[config.mk]
export PLATFORM = sky130hd
export DESIGN_NAME = ipcsig_doorbell
export DESIGN_NICKNAME = d
export VERILOG_FILES = /design/src/ipcsig_pkg.sv /design/src/ipcsig_bit_bank.sv /design/src/ipcsig_doorbell.sv
export SDC_FILE = /design/constraint.sdc
export NUM_CORES = 1
export LEC_CHECK = 0
export BUFFER_PORTS_ARGS = -buffer_cell sky130_fd_sc_hd__buf_2
export CAP_MARGIN = 30
export CORE_UTILIZATION = 55
export DETAILED_ROUTE_END_ITERATION = 12
export HOLD_SLACK_MARGIN = 0.05
export PLACE_DENSITY = 0.81
export SETUP_SLACK_MARGIN = 0.02
export SYNTH_ARGS = -nofsm -noshare
export SYNTH_HDL_FRONTEND = slang
export SYNTH_SLANG_ARGS = --single-unit
[constraint.sdc]
create_clock -name sys_clk -period 1.4 [get_ports sys_clk]
set_clock_uncertainty 0.15 [all_clocks]
set_input_delay 0.28 -clock sys_clk [delete_from_list [all_inputs] [get_ports sys_clk]]
set_output_delay 0.28 -clock sys_clk [all_outputs]
set_load 0.02 [all_outputs]
[src/ipcsig_pkg.sv]
// Purpose: constants and types of the doorbell irq block
// Assumes: one clock sys_clk at 10 MHz, async active-low reset rst_b
// Notes:   byte offsets, one aligned 32-bit word per register
//
// Function
// - thirty-two sources, one pending/mask/status bit each
// - all unmasked sources ORed onto one interrupt output
// - set command writes ones into pending bits
// - clear command writes ones clear pending bits
// - enable sets, disable clears mask bits
// - mask register readable, resets to zero
// - pending register readable, resets to zero
// - output high while any source pending and unmasked
// - status reads pending AND mask, resets zero
// - masked source never drives output, still pending
// - two instances, identifiers 31 and 39
package ipcsig_pkg;

  localparam int unsigned IPCSIG_NSRC  = 32;
  localparam int unsigned IPCSIG_AW    = 8;
  localparam int unsigned IPCSIG_DW    = 32;
  localparam int unsigned IPCSIG_ERR_W = 2;

  // register byte offsets
  localparam logic [7:0] OFF_SET_CMD     = 8'h00;
  localparam logic [7:0] OFF_CLEAR_CMD   = 8'h04;
  localparam logic [7:0] OFF_PENDING     = 8'h08;
  localparam logic [7:0] OFF_ENABLE_CMD  = 8'h0C;
  localparam logic [7:0] OFF_DISABLE_CMD = 8'h10;
  localparam logic [7:0] OFF_MASK_STATE  = 8'h14;
  localparam logic [7:0] OFF_ACT_STATUS  = 8'h18;
  localparam logic [7:0] OFF_INSTANCE_ID = 8'h1C;
  localparam logic [7:0] OFF_ERR_STATUS  = 8'h20;
  localparam logic [7:0] OFF_ERR_MASK    = 8'h24;

  // access error field positions
  localparam int unsigned ERR_BAD_WRITE_BIT = 0;
  localparam int unsigned ERR_BAD_READ_BIT  = 1;

  // reset values
  localparam logic [31:0] RST_BANK     = 32'h0000_0000;
  localparam logic [31:0] RST_RDATA    = 32'h0000_0000;
  localparam logic [1:0]  RST_ERR      = 2'h0;
  localparam logic [31:0] ID_FIRST     = 32'h0000_001F;
  localparam logic [31:0] ID_SECOND    = 32'h0000_0027;

  typedef struct packed {
    logic [7:0]  addr;
    logic [31:0] wdata;
    logic        wr;
    logic        rd;
  } ipcsig_req_t;

endpackage

[src/ipcsig_bit_bank.sv]
// Purpose: 32 bits each set and cleared by its own vector
// Assumes: set and clear vectors are one-cycle command pulses
// Notes:   set wins when a bit sees set and clear together
`timescale 1ns/1ps
module ipcsig_bit_bank
(
  input  wire logic        sys_clk,
  input  wire logic        rst_b,
  input  wire logic        clk_en,
  input  wire logic [31:0] set_vec,
  input  wire logic [31:0] clr_vec,
  output logic      [31:0] bits
);

  genvar g;
  generate
    for (g = 0; g < ipcsig_pkg::IPCSIG_NSRC; g++)
    begin : g_bit
      always_ff @(posedge sys_clk or negedge rst_b)
      begin
        if (!rst_b)
          bits[g] <= ipcsig_pkg::RST_BANK[g];
        else if (clk_en)
          bits[g] <= set_vec[g] | (bits[g] & ~clr_vec[g]);
      end
    end
  endgenerate

endmodule

[src/ipcsig_doorbell.sv]
// Purpose: interprocessor doorbell interrupt block with register port
// Assumes: master keeps strobes one cycle, never both at once
// Notes:   read data valid only in the cycle after the read strobe
//
// Strobed register access was chosen for this implementation.
`timescale 1ns/1ps
module ipcsig_doorbell
#(
  parameter logic [31:0] INSTANCE_ID = ipcsig_pkg::ID_FIRST
)
(
  input  wire logic                    sys_clk,
  input  wire logic                    rst_b,
  input  wire logic                    clk_en,
  input  wire ipcsig_pkg::ipcsig_req_t reg_req,
  output logic                  [31:0] reg_rdata,
  output logic                         irq_out,
  output logic                         err_irq
);

  logic        wr_ok;
  logic        rd_ok;
  logic [31:0] pend_set;
  logic [31:0] pend_clr;
  logic [31:0] mask_set;
  logic [31:0] mask_clr;
  logic [31:0] pending;
  logic [31:0] mask;
  logic [31:0] active;
  logic [31:0] next_rdata;
  logic        rd_mapped;
  logic        wr_mapped;
  logic [1:0]  err_status;
  logic [1:0]  err_mask;
  logic [1:0]  err_set;
  logic [1:0]  err_clr;
  logic [1:0]  next_err_status;

  function automatic logic addr_hit(input logic [7:0] a,
                                    input logic [7:0] off);
    addr_hit = (a == off);
  endfunction

  // a frozen clock enable also drops any strobe of that cycle
  assign wr_ok = reg_req.wr & clk_en;
  assign rd_ok = reg_req.rd & clk_en;

  // command decode: zeros in the written word leave bits alone
  always_comb
  begin
    pend_set = 32'h0000_0000;
    pend_clr = 32'h0000_0000;
    mask_set = 32'h0000_0000;
    mask_clr = 32'h0000_0000;
    if (wr_ok && addr_hit(reg_req.addr, ipcsig_pkg::OFF_SET_CMD))
      pend_set = reg_req.wdata;
    if (wr_ok && addr_hit(reg_req.addr, ipcsig_pkg::OFF_CLEAR_CMD))
      pend_clr = reg_req.wdata;
    if (wr_ok && addr_hit(reg_req.addr, ipcsig_pkg::OFF_ENABLE_CMD))
      mask_set = reg_req.wdata;
    if (wr_ok && addr_hit(reg_req.addr, ipcsig_pkg::OFF_DISABLE_CMD))
      mask_clr = reg_req.wdata;
  end

  ipcsig_bit_bank u_pending
  (
    .sys_clk (sys_clk),
    .rst_b   (rst_b),
    .clk_en  (clk_en),
    .set_vec (pend_set),
    .clr_vec (pend_clr),
    .bits    (pending)
  );

  ipcsig_bit_bank u_mask
  (
    .sys_clk (sys_clk),
    .rst_b   (rst_b),
    .clk_en  (clk_en),
    .set_vec (mask_set),
    .clr_vec (mask_clr),
    .bits    (mask)
  );

  // masked sources drop out here and block nobody else
  assign active = pending & mask;

  // read mux; write-only offsets answer zero
  always_comb
  begin
    next_rdata = 32'h0000_0000;
    rd_mapped  = 1'b1;
    case (reg_req.addr)
      ipcsig_pkg::OFF_SET_CMD,
      ipcsig_pkg::OFF_CLEAR_CMD,
      ipcsig_pkg::OFF_ENABLE_CMD,
      ipcsig_pkg::OFF_DISABLE_CMD:
        next_rdata = 32'h0000_0000;
      ipcsig_pkg::OFF_PENDING:
        next_rdata = pending;
      ipcsig_pkg::OFF_MASK_STATE:
        next_rdata = mask;
      ipcsig_pkg::OFF_ACT_STATUS:
        next_rdata = active;
      ipcsig_pkg::OFF_INSTANCE_ID:
        next_rdata = INSTANCE_ID;
      ipcsig_pkg::OFF_ERR_STATUS:
        next_rdata = {30'h0, err_status};
      ipcsig_pkg::OFF_ERR_MASK:
        next_rdata = {30'h0, err_mask};
      default:
        rd_mapped = 1'b0;
    endcase
    if (!rd_ok)
      next_rdata = 32'h0000_0000;
  end

  // writes land only on command and error-control words
  always_comb
  begin
    case (reg_req.addr)
      ipcsig_pkg::OFF_SET_CMD,
      ipcsig_pkg::OFF_CLEAR_CMD,
      ipcsig_pkg::OFF_ENABLE_CMD,
      ipcsig_pkg::OFF_DISABLE_CMD,
      ipcsig_pkg::OFF_ERR_STATUS,
      ipcsig_pkg::OFF_ERR_MASK:
        wr_mapped = 1'b1;
      default:
        wr_mapped = 1'b0;
    endcase
  end

  always_comb
  begin
    err_set = 2'h0;
    err_clr = 2'h0;
    err_set[ipcsig_pkg::ERR_BAD_WRITE_BIT] = wr_ok & ~wr_mapped;
    err_set[ipcsig_pkg::ERR_BAD_READ_BIT]  = rd_ok & ~rd_mapped;
    if (wr_ok && addr_hit(reg_req.addr, ipcsig_pkg::OFF_ERR_STATUS))
      err_clr = reg_req.wdata[1:0];
    // a new error in the clearing cycle survives the clear
    next_err_status = err_set | (err_status & ~err_clr);
  end

  always_ff @(posedge sys_clk or negedge rst_b)
  begin
    if (!rst_b)
      reg_rdata <= ipcsig_pkg::RST_RDATA;
    else if (clk_en)
      reg_rdata <= next_rdata;
  end

  // one register stage: output lags the bits by one edge
  always_ff @(posedge sys_clk or negedge rst_b)
  begin
    if (!rst_b)
      irq_out <= 1'b0;
    else if (clk_en)
      irq_out <= |active;
  end

  always_ff @(posedge sys_clk or negedge rst_b)
  begin
    if (!rst_b)
      err_status <= ipcsig_pkg::RST_ERR;
    else if (clk_en)
      err_status <= next_err_status;
  end

  always_ff @(posedge sys_clk or negedge rst_b)
  begin
    if (!rst_b)
      err_mask <= ipcsig_pkg::RST_ERR;
    else if (wr_ok && addr_hit(reg_req.addr, ipcsig_pkg::OFF_ERR_MASK))
      err_mask <= reg_req.wdata[1:0];
  end

  always_ff @(posedge sys_clk or negedge rst_b)
  begin
    if (!rst_b)
      err_irq <= 1'b0;
    else if (clk_en)
      err_irq <= |(err_status & err_mask);
  end
endmodule

## Word level (Yosys, flattened, before mapping)

Cells that the tools add are included.

- Equal/unequal tests: 9
- Bitwise logic cells: 203
- Mux-type cells: 9
- Reductions and logical operators: 11

Operators with widths:

| kind | count |
|---|---|
| $pmux W32 S6 | 1 |
| $mux W32 | 5 |
| $and A1 B1 Y1 | 68 |
| $not A1 Y1 | 66 |
| $or A1 B1 Y1 | 64 |
| $and A32 B32 Y32 | 1 |
| $eq A8 B5 Y1 const B | 4 |
| $reduce_or A32 Y1 | 1 |
| $eq A8 B4 Y1 const B | 2 |
| $eq A8 B6 Y1 const B | 2 |
| $reduce_or A10 Y1 | 1 |
| $eq A8 B3 Y1 const B | 1 |
| $logic_not A8 Y1 | 1 |
| $logic_and A1 B1 Y1 | 6 |
| $reduce_or A6 Y1 | 1 |
| $and A2 B2 Y2 | 2 |
| $mux W1 | 2 |
| $mux W2 | 1 |
| $not A2 Y2 | 1 |
| $or A2 B2 Y2 | 1 |
| $reduce_or A2 Y1 | 1 |

- Logic and storage cells: 301
- Bits of input ports: 45
- Flip-flop bits (word level): 102

## Depth between registers and ports, before layout

- Depth in word-level cells: 6
- Mapped depth: 7

## By module

A second synthesis with hierarchy kept.

- Cells, all modules: 664
- Area total of the unflattened synthesis: 6,135.9 um^2

By module, submodules not included:

| module | sequential area each (um^2) | area an instance (um^2) | cells each | times used |
|---|---|---|---|---|
| ipcsig_doorbell | 950.9 | 3,553.4 | 458 | 1 |
| ipcsig_bit_bank | 800.8 | 1,291.2 | 103 | 2 |

## Least setup slack after synthesis

OpenSTA, ideal clock, no wires.

- Kind: in2reg
- From: input port reg_req[39] (netlist bit)
- To: register u_pending.bits[2]
- Stages on the path: 5
- Required time: 1.129 ns
- Buffers on the path: 1
- Data arrival time: 1.487 ns
- Path slack: -0.358 ns
- Path through: or3_4 -> nor4_4 -> buf_6 -> nand2_1 -> a22o_1

- Word-level cells in the longest chain between the ends: 6
- Elaborated cells on any way between the ends: 9
- Those cells by class: eq/ne (1); mux (2); bitwise (3); reduce/logical (3)

Ends and longest elaborated chain:

| item | RTL line | RTL |
|---|---|---|
| from (decl) | ipcsig_doorbell.sv:15 | `input wire ipcsig_pkg::ipcsig_req_t reg_req,` |
| $eq A8 B3 Y1 | ipcsig_doorbell.sv:41 | `addr_hit = (a == off);` |
| $logic_and A1 B1 Y1 | ipcsig_doorbell.sv:57 | `if (wr_ok && addr_hit(reg_req.addr, ipcsig_pkg::OFF_CLEAR_CMD))` |
| $mux W32 | ipcsig_doorbell.sv:57 |  |
| $not A1 Y1 | ipcsig_bit_bank.sv:24 | `bits[g] <= set_vec[g] \| (bits[g] & ~clr_vec[g]);` |
| $and A1 B1 Y1 | ipcsig_bit_bank.sv:24 |  |
| $or A1 B1 Y1 (*) | ipcsig_bit_bank.sv:24 |  |
| to (signal, indexed assignment) | ipcsig_bit_bank.sv:22 | `bits[g] <= ipcsig_pkg::RST_BANK[g];` |
| to (signal, indexed assignment) | ipcsig_bit_bank.sv:24 |  |
| to (decl) | ipcsig_bit_bank.sv:12 | `output logic [31:0] bits` |

Every way passes the cells marked *; elsewhere a longest branch is shown, timed or not.
A chain may end at the register's enable or synchronous reset.

## Final worst setup path

- From: input port reg_req[35] (netlist bit)
- To: register reg_rdata[6]

- Word-level cells in the longest chain between the ends: 3
- Elaborated cells on any way between the ends: 8
- Those cells by class: eq/ne (6); mux (2)

Ends and longest elaborated chain:

| item | RTL line | RTL |
|---|---|---|
| $eq A8 B6 Y1 (tied with other cells) | ipcsig_doorbell.sv:93 | `case (reg_req.addr)` |
| $pmux W32 S6 (*) | ipcsig_doorbell.sv:93 |  |
| $mux W32 (*) | ipcsig_doorbell.sv:114 | `if (!rd_ok)` |
| to (signal assigned) | ipcsig_doorbell.sv:149 | `reg_rdata <= ipcsig_pkg::RST_RDATA;` |
| to (signal assigned) | ipcsig_doorbell.sv:151 | `reg_rdata <= next_rdata;` |
| to (decl) | ipcsig_doorbell.sv:16 | `output logic [31:0] reg_rdata,` |

Marks and branches as above.

==> impl_metrics.ini <==
[logic_synthesis]
synth_ff_type = dfrtp_1
synth-seq-area-share = 0.533
ys_async_sr_fraction = 1.00
synth_cells = 462
syn-num-nets = 507
avgSynthCellArea_um2 = 10.4
yosys_register_bits = 102
synth_edf_count = 0
yosysUniqueCellTypes = 38
synth_area_um2 = 4790
ys_warn_count = 0

[floorplan]
coreArea_um2 = 8340
dieArea_um2 = 9090
io-pin-count = 79
start_util = 0.574
die_h_um = 95.3
die_w_um = 95.3
rows = 33

[route]
drc_errors = 0
ant_nets = 0
dr.pass1.iters = 6
detail_route.wl_per_cell_um = 29.9
routed_wl_mm = 22.9
drtIter0Drc = 705
via_per_inst = 7.34
vias = 5632

[global_routing]
grt_start_max_net_pins = 47
antenna_found_initial = 1
grt_pass1_wl_mm = 25.8
grt_pass1_vias = 5046
grt.total_usage = 0.385
grt_overflow_total = 0

[power_and_ir_drop]
vdd_drop_max_mv = 0.551
p_leak_nw = 3.39
power_mw = 6.08
p_per_area_nw_per_um2 = 787

[sta]
finalHoldViolCount = 0
whs_ns = 0.0886
layout_min_cycle_time_ns = 1.73
tightest_slew_ns = 0.786
layout_setup_ws_ns = -0.332
relSlewSlack = 0.476
maxSlewViolCount = 0
timing.fmax_mhz = 577
fin_crit_sh = 1.24
rsz0062_at_grt = true
setup_viol = 104

[worst_setup_path]
crit_type = primary input to flip-flop
rrSetupSlack_ns = -0.27
r2r_start = u_mask.bits[12]
r2r_end = irq_out
cp-start-kind = primary input
reg2reg_depth = 2
required_ns = 1.51
endpoint_kind = flip-flop
cp_slowest_cell = nor3_4
cp.arrival_ns = 1.85
path_max_fanout = 12
critPathMaxStageDelay_ns = 0.35
timing.critical_path.cells = buf_2 -> buf_4 -> nor3_4 -> and3_4 -> buf_12 -> a21oi_1 -> o32ai_2

[worst_hold_path]
min_path_cells = 2
hold_end = u_pending.bits[6]
hold_class = primary input to flip-flop
min_from = reg_req[8]

[cts]
path_clk_slew_ns = 0.10
cts_max_path_buffers = 2
clock_sinks = 102
worstSkewPairLatency_ns = 0.38
htreeDepth = 3
cts_tree = done
root_buffer = clkbuf_8
numCtsBuffers = 9

[layout]
final_cell_area_um2 = 7720
fillers = 277
fin_cells = 767
drive_above_1_share = 0.484
multi_input_area_um2 = 2630
fin_nets = 701
regArea_um2 = 2550
syn2layout_area_growth_pct = 61.1
layout_common_cells = dfrtp_1 (102), buf_4 (70), a22o_1 (67), buf_2 (54), nand2_1 (38)
final_common_cell = dfrtp_1

[placed_design]
placed_cells = 680
io_buffer_count = 78
dpl_cell_area_um2 = 6050
place_hpwl_mm = 9.17
place_congestion = 0.887

[outcome]
run_status = complete, but fails checks
violations = negative setup slack

[run]
max_cap_violations = 0
==> what timing repair did <==
item,4_1_cts,5_1_grt
hold endpoints to repair,144,0
buffers inserted,17,19
pin swaps,11,22
cloned,7,6
setup endpoints to repair,105,121
hold buffers,25,0
resized for setup,61,102
==> power by group <==
part	internal, mW	switching (mW)
clock	1.03	1.15
sequential	3.00	0.0682
combinational	0.357	0.471
total	4.39	1.69
==> critical path, delay by kind of cell <==
family                 cells  cell delay, ns
buffers and inverters      3            0.47
AO/OA/AOI/OAI              2            0.38
AND/OR/NAND/NOR            2            0.70
==> logic make-up after synthesis <==
logic type,share of synthesized area
buffers and inverters,0.0656
muxes,0.0112
and+or+nand+nor,0.130
AOI/OAI and AO/OA,0.261
DFF,0.533
==> flip-flops by register name (all words and copies together), names as in the netlist <==
signal and flops:
reg_rdata 32, u_mask.bits 32, u_pending.bits 32, err_mask 2
err_status 2, err_irq 1, irq_out 1
==> worst max path at each step <==
stage | to | slack, ns | startpoint | cells past startpoint
global placement | u_mask.bits[16] | -0.50 | reg_req[34] | 6
global route | u_pending.bits[1] | -0.40 | reg_req[41] | 7
finish | reg_rdata[6] | -0.33 | reg_req[35] | 7
detailed placement | u_mask.bits[26] | -0.54 | reg_req[34] | 6
CTS | u_mask.bits[3] | -0.11 | reg_req[34] | 7
floorplan | u_pending.bits[2] | -0.35 | reg_req[34] | 5
==> layer usage <==
layer / global-route usage / share of wire / vias to the layer above
li1: - / - / 2092
met5: 0 / 0 / -
met3: 0.0805 / 0.12 / 252
met4: 0.216 / 0.10 / 0
met1: 0.462 / 0.32 / 2658
met2: 0.645 / 0.45 / 630
==> cell usage after synthesis (all sizes together), types with 2 or more instances <==
cell type  number  area share
nand2          70       0.055
or3             2      0.0047
dfrtp         102        0.53
inv            34       0.027
a21o            3      0.0047
nand4           4      0.0052
clkbuf         12      0.0094
o2111ai         2      0.0037
mux2i           2      0.0042
buf            19       0.030
a21oi          28       0.029
o22ai           5      0.0065
mux2            3      0.0071
nor3            4      0.0052
and3            2      0.0026
a22o           67        0.12
a31oi           3      0.0039
o32ai          27       0.049
nand3           3      0.0031
o221a           2      0.0047
nor4            4       0.015
nor4b           2      0.0063
o21ai           2      0.0021
a22oi          18       0.028
nor2           35       0.027
==> layout make-up <==
| type | instances | area share |
|---|---|---|
| repair buffers | 214 | 0.265 |
| multi-input cells | 295 | 0.341 |
| diodes | 1 | 0.000324 |
| inverters | 34 | 0.0165 |
| clock inverters | 7 | 0.0133 |
| flip-flops and latches | 102 | 0.331 |
| clock buffers | 9 | 0.0161 |
| well taps | 105 | 0.0170 |
==> per-stage QoR <==
step	TNS, ns	worst slack (ns)	util
floorplan	-24.76	-0.355	-
global placement	-45.10	-0.500	0.726
detailed placement	-47.57	-0.541	0.726
CTS	-6.65	-0.114	0.853
global route	-24.67	-0.404	0.925
finish	-21.95	-0.332	0.925
(Power assumes the default switching activity.)
